<file path="src/design/acs_pkg.sv">
// Constants, register map and carrier types of the conversion sequencer.
// Assumes a 32-bit AHB-Lite register bus on a single system clock.
package acs_pkg;
  // Register byte offsets.
  localparam logic [7:0] OFS_CTL0 = 8'h00;
  localparam logic [7:0] OFS_CTL1 = 8'h04;
  localparam logic [7:0] OFS_STAT = 8'h08;
  localparam logic [7:0] OFS_RSLT = 8'h20;
  // Control register zero fields.
  localparam int DIV_LSB = 0;
  localparam int FSEL_LSB = 5;
  localparam int TEN_BIT = 7;
  localparam logic [4:0] DIV_RST = 5'h03;
  localparam logic [4:0] DIV_MIN = 5'h01;
  localparam logic [1:0] FSEL_RST = 2'h0;
  // Control register one fields.
  localparam int CHAN_LSB = 0;
  localparam int EIGHT_BIT = 4;
  localparam int MULTI_BIT = 5;
  localparam int SCAN_BIT = 6;
  // Status register fields.
  localparam int CONVF_LSB = 0;
  localparam int CUR_LSB = 8;
  localparam int BUSY_BIT = 14;
  localparam int SEQF_BIT = 15;
  // Timing in converter clocks.
  localparam logic [4:0] SAMP_TICKS = 5'd4;
  localparam logic [4:0] INIT_TICKS = 5'd2;
  localparam logic [4:0] RES8_TICKS = 5'd10;
  localparam logic [4:0] RES_TEN_TICKS = 5'd12;
  localparam logic [3:0] BITS8 = 4'd8;
  localparam logic [3:0] BITS10 = 4'd10;
  localparam logic [9:0] MSB8 = 10'h080;
  localparam logic [9:0] MSB10 = 10'h200;
  localparam logic [2:0] LAST4 = 3'd3;
  localparam logic [2:0] LAST8 = 3'd7;
  // Bus encodings.
  localparam logic [2:0] HSIZE_WORD = 3'h2;

  typedef enum logic [1:0] {PH_NONE, PH_INIT, PH_XFER, PH_FINAL} acs_phase_t;

  typedef struct packed {
    logic act;
    logic wr;
    logic [7:0] addr;
  } acs_aphase_t;

  typedef struct packed {
    logic [3:0] chan;
    logic eight;
    logic multi;
    logic scan;
  } acs_ctl1_t;

  typedef struct packed {
    logic [4:0] div;
    logic [1:0] fsel;
    logic ten;
  } acs_ctl0_t;

  function automatic logic [4:0] acs_final_ticks(input logic [1:0] fsel);
    acs_final_ticks = 5'd2 << fsel;
  endfunction : acs_final_ticks
endpackage : acs_pkg

</file>
<file path="src/design/acs_top.sv">
// Conversion sequencer: prescaler, sample timing, approximation register,
// mode control, result slots and flags, reached over AHB-Lite.
// Assumes a single bus master and a comparator output synchronous to hclk.
`timescale 1ns/1ns
module acs_top #(
  parameter int RES_W = 10
) (
  // Clock and reset.
  input wire logic hclk,
  input wire logic hresetn,
  // AHB-Lite slave.
  input wire logic hsel,
  input wire logic [7:0] haddr,
  input wire logic [1:0] htrans,
  input wire logic hwrite,
  input wire logic [2:0] hsize,
  input wire logic [31:0] hwdata,
  input wire logic hready,
  output logic hreadyout,
  output logic hresp,
  output logic [31:0] hrdata,
  // Analog front end.
  input wire logic comp_hi,
  output logic adc_clk,
  output logic [3:0] mux_sel,
  output acs_pkg::acs_phase_t sample_phase,
  output logic [9:0] approximation
);
  import acs_pkg::*;

  if (RES_W != 10)
  begin : g_bad_width
    $error("RES_W must be 10");
  end

  typedef enum logic [1:0] {ST_IDLE, ST_SAMP, ST_FINAL, ST_RES} acs_state_t;

  // Bus state.
  acs_aphase_t ap_q;
  logic [31:0] rdata_q;
  // Registers.
  acs_ctl0_t ctl0_q;
  acs_ctl1_t ctl1_q;
  logic [7:0] convf_q, convf_d;
  logic seqf_q, seqf_d;
  logic [9:0] rslt_q [8];
  // Prescaler.
  logic [4:0] pc_q, pc_d;
  logic half_q;
  // Sequencer.
  acs_state_t st_q, st_d;
  logic [4:0] cnt_q, cnt_d;
  logic [2:0] idx_q, idx_d;
  logic [9:0] appr_q, appr_d;
  logic [3:0] mux_q;
  acs_phase_t ph_q, ph_d;

  // Address phase decode.
  wire take = hsel && htrans[1] && hready;
  wire word = (hsize == HSIZE_WORD);
  wire a_ctl0 = (haddr == OFS_CTL0);
  wire a_ctl1 = (haddr == OFS_CTL1);
  wire a_stat = (haddr == OFS_STAT);
  wire a_rslt = (haddr[7:5] == OFS_RSLT[7:5]) && (haddr[1:0] == 2'h0);
  wire [2:0] a_slot = haddr[4:2];
  // Data phase write strobes.
  wire dw = ap_q.act && ap_q.wr;
  wire wr_ctl0 = dw && (ap_q.addr == OFS_CTL0);
  wire wr_ctl1 = dw && (ap_q.addr == OFS_CTL1);
  wire wr_ctl = wr_ctl0 || wr_ctl1;

  // Status view.
  wire busy = (st_q != ST_IDLE);
  wire [31:0] stat_word = {16'h0000, seqf_q, busy, 2'h0, mux_q, convf_q};
  wire [31:0] ctl0_word = {24'h000000, ctl0_q.ten, ctl0_q.fsel, ctl0_q.div};
  wire [31:0] ctl1_word = {25'h0, ctl1_q.scan, ctl1_q.multi, ctl1_q.eight,
                           ctl1_q.chan};
  wire [31:0] rd_mux = a_ctl0 ? ctl0_word :
                       a_ctl1 ? ctl1_word :
                       a_stat ? stat_word :
                       a_rslt ? {22'h0, rslt_q[a_slot]} : 32'h00000000;

  always_ff @(posedge hclk or negedge hresetn)
  begin
    if (!hresetn)
    begin
      ap_q <= '0;
      rdata_q <= 32'h00000000;
    end
    else
    begin
      ap_q <= '{act: take && word, wr: hwrite, addr: haddr};
      rdata_q <= (take && word && !hwrite) ? rd_mux : 32'h00000000;
    end
  end

  // Control registers take the data phase word; any control one write starts.
  always_ff @(posedge hclk or negedge hresetn)
  begin
    if (!hresetn)
    begin
      ctl0_q <= '{div: DIV_RST, fsel: FSEL_RST, ten: 1'b0};
      ctl1_q <= '0;
    end
    else
    begin
      if (wr_ctl0)
      begin
        ctl0_q <= '{div: hwdata[DIV_LSB +: 5], fsel: hwdata[FSEL_LSB +: 2],
                    ten: hwdata[TEN_BIT]};
      end
      if (wr_ctl1)
      begin
        ctl1_q <= '{chan: hwdata[CHAN_LSB +: 4], eight: hwdata[EIGHT_BIT],
                    multi: hwdata[MULTI_BIT], scan: hwdata[SCAN_BIT]};
      end
    end
  end

  // Prescaler: modulus stage of code plus one, then a toggle stage.
  // Code zero is reserved and runs as code one, so a period is never
  // shorter than four bus clocks.
  wire [4:0] div_eff = (ctl0_q.div < DIV_MIN) ? DIV_MIN : ctl0_q.div;
  wire pc_wrap = (pc_q >= div_eff);
  wire tick = pc_wrap && half_q;
  assign pc_d = pc_wrap ? 5'd0 : pc_q + 5'd1;

  always_ff @(posedge hclk or negedge hresetn)
  begin
    if (!hresetn)
    begin
      pc_q <= 5'd0;
      half_q <= 1'b0;
    end
    else
    begin
      pc_q <= pc_d;
      half_q <= half_q ^ pc_wrap;
    end
  end

  // Mode decode: the mode number is {scan, multi_channel_select, eight_conversion_select}.
  wire [2:0] mode = {ctl1_q.scan, ctl1_q.multi, ctl1_q.eight};
  wire [2:0] last_idx = mode[0] ? LAST8 : LAST4;
  wire [4:0] fin_ticks = acs_final_ticks(ctl0_q.fsel);
  wire [4:0] res_ticks = ctl0_q.ten ? RES_TEN_TICKS : RES8_TICKS;
  wire [3:0] nbits = ctl0_q.ten ? BITS10 : BITS8;
  wire [9:0] msb_mask = ctl0_q.ten ? MSB10 : MSB8;
  // Multi-channel modes replace the low channel bits by the conversion index.
  wire [3:0] chan_eff = !mode[1] ? ctl1_q.chan :
                        mode[0] ? {ctl1_q.chan[3], idx_q} :
                        {ctl1_q.chan[3:2], idx_q[1:0]};
  wire samp_end = tick && (st_q == ST_SAMP) && (cnt_q == SAMP_TICKS - 5'd1);
  wire fin_end = tick && (st_q == ST_FINAL) && (cnt_q == fin_ticks - 5'd1);
  wire conv_done = tick && (st_q == ST_RES) && (cnt_q == res_ticks - 5'd1);
  wire seq_done = conv_done && (idx_q == last_idx);
  wire [3:0] bitpos = nbits - cnt_q[3:0];

  // Sequencer next state; control writes override the running sequence.
  always_comb
  begin
    st_d = st_q;
    cnt_d = cnt_q;
    idx_d = idx_q;
    if (tick && busy)
    begin
      cnt_d = cnt_q + 5'd1;
    end
    unique case (st_q)
      ST_IDLE:
      begin
        cnt_d = 5'd0;
      end
      ST_SAMP:
      begin
        if (samp_end)
        begin
          st_d = ST_FINAL;
          cnt_d = 5'd0;
        end
      end
      ST_FINAL:
      begin
        if (fin_end)
        begin
          st_d = ST_RES;
          cnt_d = 5'd0;
        end
      end
      ST_RES:
      begin
        if (conv_done)
        begin
          cnt_d = 5'd0;
          idx_d = idx_q + 3'd1;
          st_d = ST_SAMP;
          if (seq_done)
          begin
            idx_d = 3'd0;
            st_d = ctl1_q.scan ? ST_SAMP : ST_IDLE;
          end
        end
      end
    endcase
    if (wr_ctl)
    begin
      cnt_d = 5'd0;
      idx_d = 3'd0;
      st_d = wr_ctl1 ? ST_SAMP : ST_IDLE;
    end
  end

  // Approximation register: MSB set first, then one bit per clock downward.
  always_comb
  begin
    appr_d = appr_q;
    if (tick && (st_q == ST_RES))
    begin
      if (cnt_q == 5'd0)
      begin
        appr_d = msb_mask;
      end
      else if (cnt_q <= {1'b0, nbits})
      begin
        for (int i = 0; i < 10; i++)
        begin
          if ((4'(i) == bitpos) && comp_hi)
          begin
            appr_d[i] = 1'b0;
          end
          if ((4'(i + 1) == bitpos))
          begin
            appr_d[i] = 1'b1;
          end
        end
      end
    end
  end

  // Flags: a completion in the same cycle as an abort still sets its flag.
  always_comb
  begin
    convf_d = wr_ctl ? 8'h00 : convf_q;
    seqf_d = wr_ctl ? 1'b0 : seqf_q;
    if (conv_done)
    begin
      convf_d[idx_q] = 1'b1;
    end
    if (seq_done)
    begin
      seqf_d = 1'b1;
    end
  end

  always_comb
  begin
    unique case (st_d)
      ST_SAMP: ph_d = (cnt_d < INIT_TICKS) ? PH_INIT : PH_XFER;
      ST_FINAL: ph_d = PH_FINAL;
      default: ph_d = PH_NONE;
    endcase
  end

  always_ff @(posedge hclk or negedge hresetn)
  begin
    if (!hresetn)
    begin
      st_q <= ST_IDLE;
      cnt_q <= 5'd0;
      idx_q <= 3'd0;
      appr_q <= 10'h000;
      convf_q <= 8'h00;
      seqf_q <= 1'b0;
      mux_q <= 4'h0;
      ph_q <= PH_NONE;
    end
    else
    begin
      st_q <= st_d;
      cnt_q <= cnt_d;
      idx_q <= idx_d;
      appr_q <= appr_d;
      convf_q <= convf_d;
      seqf_q <= seqf_d;
      mux_q <= chan_eff;
      ph_q <= ph_d;
    end
  end

  // Result slots; an eight-bit result sits in the low bits.
  always_ff @(posedge hclk or negedge hresetn)
  begin
    if (!hresetn)
    begin
      for (int i = 0; i < 8; i++)
      begin
        rslt_q[i] <= 10'h000;
      end
    end
    else if (conv_done)
    begin
      rslt_q[idx_q] <= appr_q;
    end
  end

  assign hreadyout = 1'b1;
  assign hresp = 1'b0;
  assign hrdata = rdata_q;
  assign adc_clk = half_q;
  assign mux_sel = mux_q;
  assign sample_phase = ph_q;
  assign approximation = appr_q;

  logic [7:0] gap_q;
  always_ff @(posedge hclk or negedge hresetn)
  begin
    if (!hresetn)
    begin
      gap_q <= 8'd0;
    end
    else
    begin
      gap_q <= tick ? 8'd0 : ((gap_q == 8'hff) ? gap_q : gap_q + 8'd1);
    end
  end
endmodule : acs_top

</file>
<file path="config.mk">
export PLATFORM = sky130hd
export DESIGN_NAME = acs_top
export DESIGN_NICKNAME = d
export VERILOG_FILES = /design/src/design/acs_pkg.sv /design/src/design/acs_top.sv
export SDC_FILE = /design/constraint.sdc
export NUM_CORES = 1
export LEC_CHECK = 0
export ABC_AREA = 1
export BUFFER_PORTS_ARGS = -buffer_cell sky130_fd_sc_hd__buf_2
export CAP_MARGIN = 0
export CORE_ASPECT_RATIO = 0.9
export CORE_MARGIN = 10
export CORE_UTILIZATION = 54
export CTS_BUF_LIST = sky130_fd_sc_hd__clkbuf_2
export DETAILED_ROUTE_END_ITERATION = 8
export PLACE_DENSITY_LB_ADDON = 0.12
export RECOVER_POWER = 25
export SLEW_MARGIN = 0
export SYNTH_ARGS = -nofsm -noshare
export SYNTH_HDL_FRONTEND = slang
export SYNTH_SLANG_ARGS = --single-unit
export TNS_END_PERCENT = 10
</file>
<file path="constraint.sdc">
create_clock -name hclk -period 2.9 [get_ports hclk]
set_input_delay 0.435 -clock hclk [delete_from_list [all_inputs] [get_ports hclk]]
set_output_delay 0.435 -clock hclk [all_outputs]
set_load 0.01 [all_outputs]
</file>
; Yosys cells after proc, flatten, opt, wreduce, memory -nomap -nowiden
; Index checks and enable logic that the tools add are counted.
; W data, S select, Z words.
[classes]
n_addsub = 6
n_lt_le_gt_ge = 9
eq_ne = 24
shift = 1
n_mux = 67
bitwise_logic = 4
n_reduce_logical = 63
[ops]
columns = cell, count
row1 = $bwmux W80, 1
row2 = $mux W10, 7
row3 = $mux W16, 4
row4 = $mux W5, 7
row5 = $bmux W10 S3, 1
row6 = $demux W10 S3, 1
row7 = $reduce_and A3 Y1, 10
row8 = $reduce_bool A3 Y1, 10
row9 = $logic_and A1 B1 Y1, 29
row10 = $mux W1, 26
row11 = $mux W3, 8
row12 = $pmux W5 S4, 1
row13 = $eq A3 B4 Y1 const A, 4
row14 = $eq A8 B3 Y1 const B, 2
row15 = $logic_not A8 Y1, 2
row16 = $mux W8, 2
row17 = $eq A4 B4 Y1 const A, 3
row18 = $mux W2, 6
row19 = $add A5 B1 Y5 const B, 2
row20 = $eq A5 B5 Y1, 2
row21 = $reduce_bool A2 Y1, 5
row22 = $eq A2 B4 Y1 const A, 2
row23 = $eq A8 B4 Y1 const B, 1
row24 = $ge A4 B4 Y1 const B, 2
row25 = other kinds (31), 36
[totals]
register_bits = 162
in_bits = 51
out_inout_bits = 51
word_cells = 212

; Longest topological paths before layout
; Gate-level depths: netlist of run 1.
[logic_depth]
word_depth = 13
mapped_depth = 23
depth_no_buf = 23

; Worst setup path before layout of run 1
; OpenSTA, ideal clock, no wires.
[synth_timing]
kind = register to register
startpoint = register ctl0_q[6] (netlist bit)
endpoint = register ph_q[0], in the netlist sample_phase[0]
setup_ns = 0.077
t_arrival_ns = 2.772
required_time_ns = 2.823
slack_ns = 0.050
stages_incl_launch_ff = 21
path_buffers = 0
period_less_slack_ns = 2.850
path_cell_list = dfrtp_1 -> o41ai_1 -> ha_1 -> inv_1 -> nand2_1 -> a21oi_1 -> o21bai_1 -> a21oi_1 -> o21bai_1 -> ha_1 -> nand2_1 -> a21oi_1 -> nand3_1 -> nor2_1 -> a21oi_1 -> o21ai_1 -> nand2_1 -> nand2_1 -> inv_1 -> ha_1 -> a21oi_1
[synth_via]
elab_chain_len = 13
elab_cells_between_ends = 29
cone_classes = 3 x order compare / 2 x eq/ne / 15 x mux / 9 x reduce/logical
[synth_rtl]
columns = element, line
row1 = from (decl), acs_top.sv:42  ; acs_ctl0_t ctl0_q;
row2 = from (signal assigned), acs_top.sv:102  ; ctl0_q <= '{div: DIV_RST, fsel: FSEL_RST, ten: 1'b0};
row3 = from (signal assigned), acs_top.sv:109  ; ctl0_q <= '{div: hwdata[DIV_LSB +: 5], fsel: hwdata[FSEL_LSB +: 2],
row4 = $lt A5 B1 Y1, acs_top.sv:123  ; wire [4:0] div_eff = (ctl0_q.div < DIV_MIN) ? DIV_MIN : ctl0_q.div;
row5 = $mux W5 *, acs_top.sv:123
row6 = $ge A5 B5 Y1 *, acs_top.sv:124  ; wire pc_wrap = (pc_q >= div_eff);
row7 = $logic_and A1 B1 Y1 *, acs_top.sv:125  ; wire tick = pc_wrap && half_q;
row8 = $logic_and A1 B1 Y1 (2 in a row), acs_top.sv:155  ; wire conv_done = tick && (st_q == ST_RES) && (cnt_q == res_ticks - 5'd1);
row9 = $logic_and A1 B1 Y1, acs_top.sv:156  ; wire seq_done = conv_done && (idx_q == last_idx);
row10 = $mux W1, acs_top.sv:197  ; if (seq_done)
row11 = $mux W2, acs_top.sv:192  ; if (conv_done)
row12 = $pmux W2 S3 *, acs_top.sv:169  ; unique case (st_q)
row13 = $mux W2 *, acs_top.sv:205  ; if (wr_ctl)
row14 = net st_d[0], acs_top.sv:51  ; acs_state_t st_q, st_d;
row15 = $eq A2 B2 Y1 or $eq A2 B1 Y1 (tied branches), acs_top.sv:257  ; unique case (st_d)
row16 = $pmux W2 S2 *, acs_top.sv:257
row17 = net ph_d[0], acs_top.sv:56  ; acs_phase_t ph_q, ph_d;
row18 = to (signal assigned), acs_top.sv:286  ; ph_q <= ph_d;
row19 = to (decl), acs_top.sv:56
; Mark *: on every way through the listed nets, which the timed path passes. The rest lies on a longest branch.
; A chain may end at the register's enable or synchronous reset.

; Worst setup path in the final report of run 1
[layout_timing]
startpoint = register ctl0_q[6] (netlist bit)
endpoint = register ph_q[1], in the netlist sample_phase[1]
[layout_via]
elab_chain_len = 13
elab_cells_between_ends = 29
cone_classes = 3 x order compare / 2 x eq/ne / 15 x mux / 9 x reduce/logical
[layout_rtl]
columns = element, line
row1 = $lt A5 B1 Y1, acs_top.sv:123
row2 = $mux W5 *, acs_top.sv:123
row3 = $ge A5 B5 Y1 *, acs_top.sv:124
row4 = $logic_and A1 B1 Y1 *, acs_top.sv:125
row5 = branches (longest 8 deep; another with $lt A5 B2 Y1), --
row6 = $pmux W2 S2 *, acs_top.sv:257
row7 = net ph_d[1], acs_top.sv:56
; Mark *: on every way through the listed nets, which the timed path passes.

==> impl_metrics.py, run 1 <==
metrics = {
    "outcome": {
        "run_status": "complete, but fails checks",
        "violations": "capacitance limit, slew limit, setup timing",
    },
    "setup_path": {
        "crit_path_frequent_cell": "sky130_fd_sc_hd__nand2_1",
        "worst_ep_arrival_time_ns": 3.68,
        "cp_max_fo": 3,
        "timing.setup.critical_path_class": "flip-flop to flip-flop",
        "worstPathCellList": "o41ai_2 -> ha_1 -> inv_1 -> nand2_2 -> a21oi_2 -> o21bai_1 -> a21oi_1 -> o21bai_2 -> ha_4 -> nand2_4 -> nor2_2 -> nand2_2 -> buf_6 -> nand2_1 -> nand2_1 -> nand2_2 -> nor2_4 -> o21ai_2 -> nand2_1 -> nand2_1 -> a21oi_1",
        "worstSetupStartpointType": "flip-flop",
        "cp_num_buf_inv": 2,
        "slowest_stage": "sky130_fd_sc_hd__dfrtp_1",
        "worstPathRequired_ns": 3.56,
        "cell_class_contributing_the_biggest_share_of_worst_path_delay": "compound AO/OA/AOI/OAI gates",
        "crit_path_max_incr_delay_ns": 0.44,
        "worstSetupEndpointType": "flip-flop",
    },
    "die": {
        "core_area_um2": 13500,
        "placement_rows": 40,
        "design.die.area_um2": 19100,
        "die_width_um": 145,
        "die-height_um": 132,
        "floorplan.initialDensity_pct": 56.0,
        "top_level_ports": 102,
    },
    "yosys": {
        "cell_count_after_synthesis": 887,
        "fraction_of_synthesized_cell_area_taken_by_the_top_area_cell_type_pct": 52.3,
        "synthesized_area_um2": 7560,
        "yosys_warnings": 0,
        "synthArstFlopShare_pct": 100,
        "unique_cell_type_count_in_the_yosys_netlist": 42,
        "post-synth-top-area-cell": "sky130_fd_sc_hd__dfrtp_1",
        "ys_ff_latch": 160,
        "count_of_flip_flops_with_a_built_in_enable_after_synthesis": 0,
        "netlist_top_cells_area": "sky130_fd_sc_hd__dfrtp_1 (52%), sky130_fd_sc_hd__nand2_1 (9.4%), sky130_fd_sc_hd__o21ai_1 (5.2%)",
        "ys_seq_area_share_pct": 53.0,
        "synth_area_per_cell_um2": 8.52,
        "synth_top_flop_cell": "sky130_fd_sc_hd__dfrtp_1",
    },
    "timing": {
        "setup_slack_ns": -0.121,
        "slew-limit-headroom_pct": -25.7,
        "fin_worst_skew_ns": 0.0388,
        "report.final.slew_viol_count": 107,
        "fin_crit_sh_pct": 104,
        "period_needed_ns": 3.02,
        "rsz0062_at_grt": "true",
        "final_hold_viol_count": 0,
        "fmax_mhz": 331,
        "finalSetupViolCount": 8,
        "slew_at_the_pin_with_the_worst_max_slew_slack_ns": 1.89,
        "final.setup.tns_ns": -0.229,
    },
    "final_layout": {
        "synthToLayoutAreaGrowth_pct": 15.3,
        "post_route_cells_drive_above_1_share_pct": 17.4,
        "number_of_nets_in_the_layout": 1041,
        "antenna_cells_inserted": 0,
        "n_fill_cell": 1139,
    },
    "detailed_routing": {
        "detail-route-antenna-nets": 0,
        "wire_per_inst_um": 17.0,
        "vias_per_cell": 5.63,
        "drt-total-wl_um": 19700,
        "route.vias.total": 6514,
        "drt_first_pass_iters": 5,
        "dr.first_iter.drc_count": 554,
        "detail_route.drc_violations": 0,
    },
    "clocking": {
        "cts.reportedPaths.clkPinSlew_ns": 0.23,
        "ctsRootBufferMaster": "sky130_fd_sc_hd__clkbuf_2",
        "htree_num_levels": 4,
        "clock_tree_from_tritoncts": "built",
        "max-clock-path-buffers": 2,
        "clock_sink_count": 160,
        "cts_buffers": 17,
        "worst_skew_pair.late_latency_ns": 0.73,
    },
    "place": {
        "buffer_ports.inserted": 56,
        "gp_weighted_congestion": 0.966,
        "dp_hpwl_um": 13500,
    },
    "global_routing": {
        "initial_antenna_violation_count": 0,
        "first_global_vias": 6523,
        "largest_net_degree_at_the_start_of_global_routing": 65,
        "total_global_routing_overflow": 0,
        "grt_use_total_pct": 21.3,
        "wire_length_of_the_first_global_routing_pass_um": 32500,
    },
    "power": {
        "leakagePower_nw": 4.33,
        "irDropWorstVdd_v": 0.000270,
        "post-layout-total-power_w": 0.00389,
        "p_per_cell_area_nw_per_um2": 446,
    },
    "job": {
        "max-cap-violations": 2,
    },
    "min_path": {
        "worstHoldPathType": "primary input to flip-flop",
    },
}
==> per-layer routing <==
layer / GRT usage, % / vias up / routed length [um]
met5: 0 / - / 0
met4: 7.07 / 0 / 300
met3: 5.19 / 37 / 1470
met2: 34.7 / 263 / 9550
met1: 27.0 / 3136 / 8390
li1: - / 3078 / -
==> where the power goes <==
part / internal (W) / leakage, nW / switching (W)
combinational: 0.000128 / 2.10 / 0.000212
sequential: 0.00228 / 2.09 / 0.0000457
clock: 0.000472 / 0.141 / 0.000754
total: 0.00288 / 4.33 / 0.00101
==> path summary, 6_finish.rpt <==
check	start	to	slack (ns)	cells past startpoint
setup / recovery	ctl0_q[6]	sample_phase[1]	-0.12	21
hold / removal	htrans[1]	hrdata[0]	0.29	7
setup reg to reg	ctl0_q[6]	sample_phase[1]	-0.12	21
hold reg to reg	ctl1_q[6]	mux_sel[3]	0.45	0
max in group asynchronous	hresetn	rslt_q[63]	1.13	3
min in group asynchronous	hresetn	rslt_q[24]	0.64	2
==> cell families after synthesis <==
logic type                 Yosys count  share of synthesized area [%]
DFF                                160                           53.0
xor gates and xnor gates             4                          0.463
AOI/OAI and AO/OA                  200                           14.6
muxes                                2                          0.281
and+or+nand+nor                    364                           20.9
buffers and inverters              142                           8.46
adders and majority gates           13                           2.15
other                                2                         0.0993
==> per-stage QoR <==
step / hold slack, ns / util [%] / setup WS [ns] / area, um^2 / cells
global placement: 0.417 / 60.3 / -0.166 / 8140 / 1104
CTS: 0.0124 / 64.0 / -0.0852 / 8650 / 1155
global route: 0.267 / 64.5 / -0.266 / 8720 / 1157
detailed placement: 0.399 / 60.3 / -0.302 / 8140 / 1104
floorplan: 0.139 / - / 0.0504 / 7630 / 905
finish: 0.287 / 64.5 / -0.121 / 8720 / 1157
==> registers in the layout (all words and copies together) (netlist names) <==
| register | cells |
|---|---|
| adc_clk | 1 |
| ap_q | 10 |
| approximation | 10 |
| cnt_q | 5 |
| convf_q | 8 |
| ctl0_q | 8 |
| ctl1_q | 7 |
| hrdata | 14 |
| idx_q | 3 |
| mux_sel | 4 |
| pc_q | 5 |
| rslt_q | 80 |
| sample_phase | 2 |
| seqf_q | 1 |
| st_q | 2 |
==> repair_timing <==
item | in CTS | in global routing
pin swaps | 8 | 11
setup endpoints to repair | 105 | 105
hold buffers | 19 | 1
hold endpoints to repair | 86 | 1
resized for setup | 14 | 23
buffers inserted | 1 | 1
==> worst min-delay path: cells and delay by family <==
family / cells / cell delay (ns)
simple gates: 3 / 0.20
compound gates: 1 / 0.06
buf+inv: 3 / 0.32
==> Yosys cell counts, types with 3 or more instances <==
master and instances:
sky130_fd_sc_hd__nand2_1 189, sky130_fd_sc_hd__nor2_2 5, sky130_fd_sc_hd__clkbuf_1 18, sky130_fd_sc_hd__nor3_1 8, sky130_fd_sc_hd__xor2_1 3, sky130_fd_sc_hd__buf_2 17, sky130_fd_sc_hd__o21ai_1 78, sky130_fd_sc_hd__nand2_2 6
sky130_fd_sc_hd__nor2_1 70, sky130_fd_sc_hd__o21ai_0 56, sky130_fd_sc_hd__o2111ai_1 20, sky130_fd_sc_hd__clkinv_1 3, sky130_fd_sc_hd__buf_4 20, sky130_fd_sc_hd__o31ai_1 3, sky130_fd_sc_hd__inv_2 7, sky130_fd_sc_hd__inv_1 75
sky130_fd_sc_hd__a21oi_1 34, sky130_fd_sc_hd__nand3_1 72, sky130_fd_sc_hd__ha_1 13, sky130_fd_sc_hd__dfrtp_1 158
==> cells in the final DEF, fill, tap and decap left out, types with 4 or more instances in the layout <==
cell / count
sky130_fd_sc_hd__nand2_1: 182
sky130_fd_sc_hd__nand2_2: 12
sky130_fd_sc_hd__conb_1: 20
sky130_fd_sc_hd__inv_1: 72
sky130_fd_sc_hd__a21oi_1: 30
sky130_fd_sc_hd__clkbuf_1: 7
sky130_fd_sc_hd__buf_2: 49
sky130_fd_sc_hd__nand3_1: 72
sky130_fd_sc_hd__clkinv_1: 5
sky130_fd_sc_hd__clkbuf_2: 20
sky130_fd_sc_hd__ha_1: 10
sky130_fd_sc_hd__inv_2: 9
sky130_fd_sc_hd__o21ai_0: 55
sky130_fd_sc_hd__nor3_1: 7
sky130_fd_sc_hd__o2111ai_1: 20
sky130_fd_sc_hd__o21ai_1: 78
sky130_fd_sc_hd__nor2_4: 4
sky130_fd_sc_hd__dfrtp_1: 158
sky130_fd_sc_hd__nor2_2: 9
sky130_fd_sc_hd__dlygate4sd3_1: 20
sky130_fd_sc_hd__buf_12: 8
sky130_fd_sc_hd__nor2_1: 64
sky130_fd_sc_hd__buf_4: 23
==> final cells by class <==
type                            instances  area, um^2  share of cell area [%]
Multi-Input combinational cell        603        3120                    35.7
Tap cell                              168         210                    2.41
Clock buffer                           19        95.1                    1.09
Timing Repair Buffer                  109         821                    9.41
Inverter                               86         328                    3.76
Sequential cell                       160        4010                    45.9
Clock inverter                         12         144                    1.65
Power figures use the tool's default switching activity.
==> run 2, diff against run 1 <==
--- a/config.mk
+++ b/config.mk
@@ -10,8 +10,8 @@
 export CAP_MARGIN = 0
 export CORE_ASPECT_RATIO = 0.9
 export CORE_MARGIN = 10
-export CORE_UTILIZATION = 54
-export CTS_BUF_LIST = sky130_fd_sc_hd__clkbuf_2
+export CORE_UTILIZATION = 52
+export CTS_BUF_LIST = sky130_fd_sc_hd__clkbuf_16
 export DETAILED_ROUTE_END_ITERATION = 8
 export PLACE_DENSITY_LB_ADDON = 0.12
 export RECOVER_POWER = 25
==> impl_metrics.py, run 2 (same netlist as run 1, synthesis figures left out) <==
metrics = {
    "final_layout": {
        "post_route_cells_drive_above_1_share_pct": 16.9,
        "antenna_cells_inserted": 0,
        "largest_register": "rslt_q",
        "synthToLayoutAreaGrowth_pct": 17.0,
        "layout.cells.most_common": "sky130_fd_sc_hd__nand2_1",
        "flip_flop_count_of_the_largest_register_after_layout": 80,
        "number_of_nets_in_the_layout": 1025,
        "most_frequent_cells_in_the_layout": "sky130_fd_sc_hd__nand2_1 (184), sky130_fd_sc_hd__dfrtp_1 (158), sky130_fd_sc_hd__inv_1 (77), sky130_fd_sc_hd__o21ai_1 (77), sky130_fd_sc_hd__nand3_1 (72)",
    },
    "timing": {
        "fin_crit_sh_pct": 100,
        "finalSetupViolCount": 2,
        "final.setup.tns_ns": -0.0119,
        "slew_at_the_pin_with_the_worst_max_slew_slack_ns": 1.97,
        "rsz0062_at_grt": "true",
        "final_hold_viol_count": 0,
        "fmax_mhz": 344,
        "report.final.slew_viol_count": 43,
        "fin_worst_skew_ns": 0.00825,
        "setup_slack_ns": -0.00597,
        "period_needed_ns": 2.91,
        "slew-limit-headroom_pct": -31.3,
    },
    "detailed_routing": {
        "route.vias.total": 6444,
        "detail-route-antenna-nets": 0,
        "vias_per_cell": 5.52,
        "route.met3.wl_um": 1410,
        "top_signal_layer_used": "met4",
        "met1_length_um": 8550,
        "dr.first_iter.drc_count": 512,
        "drt_first_pass_iters": 5,
        "wl_met2_um": 9330,
        "wire_per_inst_um": 16.8,
        "detail_route.drc_violations": 0,
        "drt-total-wl_um": 19600,
    },
    "global_routing": {
        "wire_length_of_the_first_global_routing_pass_um": 32800,
        "total_global_routing_overflow": 0,
        "grt_use_total_pct": 20.5,
        "initial_antenna_violation_count": 0,
        "first_global_vias": 6352,
        "largest_net_degree_at_the_start_of_global_routing": 83,
    },
    "setup_path": {
        "cp_max_fo": 3,
        "worstSetupEndpointType": "flip-flop",
        "worstReg2RegStart": "ctl0_q[6]",
        "crit_end": "sample_phase[0]",
        "worst_ep_arrival_time_ns": 3.22,
        "worstPathRequired_ns": 3.21,
        "timing.setup.critical_path_class": "flip-flop to flip-flop",
        "worstSetupStartpointType": "flip-flop",
        "regToRegSetupSlack_ns": -0.006,
        "cp-startpoint": "ctl0_q[6]",
        "regToRegEndpoint": "sample_phase[0]",
        "reg2reg_depth": 21,
    },
    "power": {
        "combPwrFrac_pct": 6.9,
        "leakagePower_nw": 4.39,
        "share_seq_of_total_power_pct": 49.3,
        "switching_share_pct": 23.1,
        "irDropWorstVdd_v": 0.000397,
        "p_per_cell_area_nw_per_um2": 532,
        "power_frac_clock_pct": 43.8,
        "power_report.internal_total_w": 0.00362,
        "net-switching-power_w": 0.00109,
    },
    "die": {
        "top_level_ports": 102,
        "die_width_um": 147,
        "placement_rows": 41,
        "die-height_um": 134,
        "design.die.area_um2": 19800,
        "floorplan.initialDensity_pct": 53.4,
        "core_area_um2": 14200,
    },
    "clocking": {
        "cts_buffers": 17,
        "worst_skew_pair.late_latency_ns": 0.42,
        "clock_tree_from_tritoncts": "built",
        "clock_sink_count": 160,
        "htree_num_levels": 4,
        "ctsRootBufferMaster": "sky130_fd_sc_hd__clkbuf_16",
        "cts.reportedPaths.clkPinSlew_ns": 0.06,
        "max-clock-path-buffers": 2,
    },
    "outcome": {
        "run_status": "complete, but fails checks",
        "violations": "capacitance limit, slew limit, setup timing",
    },
    "min_path": {
        "worstHoldPathType": "primary input to flip-flop",
    },
    "place": {
        "dp_hpwl_um": 13400,
        "gp_weighted_congestion": 0.961,
        "detailedPlace.worstSlack_ns": -0.254,
        "buffer_ports.inserted": 56,
    },
    "job": {
        "max-cap-violations": 1,
    },
}
==> run 2: layer usage <==
layer | up-vias | global-route usage (%)
li1 | 3051 | -
met1 | 3115 | 26.3
met2 | 248 | 33.1
met3 | 30 | 5.72
met4 | 0 | 5.94
met5 | - | 0
==> run 2: through the flow <==
| stage | cells | instance area [um^2] | util (%) | hold slack [ns] | power, W |
|---|---|---|---|---|---|
| after global placement | 1130 | 8170 | 57.7 | 0.397 | 0.00265 |
| after global routing | 1167 | 8840 | 62.5 | 0.118 | 0.00490 |
| after detailed placement | 1130 | 8170 | 57.7 | 0.399 | 0.00267 |
| after CTS | 1165 | 8790 | 62.1 | 0.113 | 0.00474 |
| after floorplan | 905 | 7630 | - | 0.139 | 0.00255 |
| final | 1167 | 8840 | 62.5 | 0.128 | 0.00471 |
==> run 2: layout make-up <==
type	count	area (um^2)
fill	1199	5310
sequential	160	4010
tap	193	241
multi-input combinational	603	3100
clock buffer	17	425
inverter	86	325
clock inverter	15	118
timing repair buffer	93	632
==> run 2: worst min path at each step <==
| stage | start | end | slack, ns | cells after the start |
|---|---|---|---|---|
| after floorplan | hresetn | adc_clk | 0.14 | 0 |
| after detailed placement | hresetn | rslt_q[74] | 0.40 | 1 |
| after CTS | haddr[6] | ap_q[6] | 0.11 | 1 |
| after global placement | hresetn | rslt_q[44] | 0.40 | 1 |
| after global routing | haddr[6] | ap_q[6] | 0.12 | 1 |
| final | haddr[6] | ap_q[6] | 0.13 | 1 |
==> run 2: critical path, cell delays in order (launching register included) <==
cell                       delay [ns]
sky130_fd_sc_hd__dfrtp_1         0.39
sky130_fd_sc_hd__o41ai_2         0.33
sky130_fd_sc_hd__ha_1            0.28
sky130_fd_sc_hd__inv_1           0.05
sky130_fd_sc_hd__nand2_1         0.05
sky130_fd_sc_hd__a21oi_2         0.13
sky130_fd_sc_hd__o21bai_1        0.09
sky130_fd_sc_hd__a21oi_2         0.17
sky130_fd_sc_hd__o21bai_4        0.10
sky130_fd_sc_hd__ha_4            0.19
sky130_fd_sc_hd__inv_2           0.05
sky130_fd_sc_hd__nor2_2          0.03
sky130_fd_sc_hd__nand2_2         0.07
sky130_fd_sc_hd__inv_2           0.04
sky130_fd_sc_hd__nand2_2         0.06
sky130_fd_sc_hd__o21ai_2         0.07
sky130_fd_sc_hd__o21ai_1         0.13
sky130_fd_sc_hd__nand2_1         0.08
sky130_fd_sc_hd__nand2_2         0.11
sky130_fd_sc_hd__inv_2           0.06
sky130_fd_sc_hd__ha_4            0.27
sky130_fd_sc_hd__a21oi_2         0.03
==> run 2: power groups by stage <==
| stage | combinational, W | clock (W) | sequential [W] |
|---|---|---|---|
| 2_1_floorplan | 0.000195 | 0 | 0.00235 |
| 4_1_cts | 0.000319 | 0.00210 | 0.00232 |
| 5_1_grt | 0.000367 | 0.00221 | 0.00232 |
| 6_report | 0.000325 | 0.00206 | 0.00232 |
| 3_3_place_gp | 0.000294 | 0 | 0.00236 |
| 3_5_place_dp | 0.000309 | 0 | 0.00236 |
==> run 2: repair_timing <==
item,4_1_cts,5_1_grt
setup endpoints to repair,99,104
gates resized for setup,13,16
buffers inserted,2,2
hold buffers,1,0
endpoints found under the hold margin,46,0
pin swaps,7,12
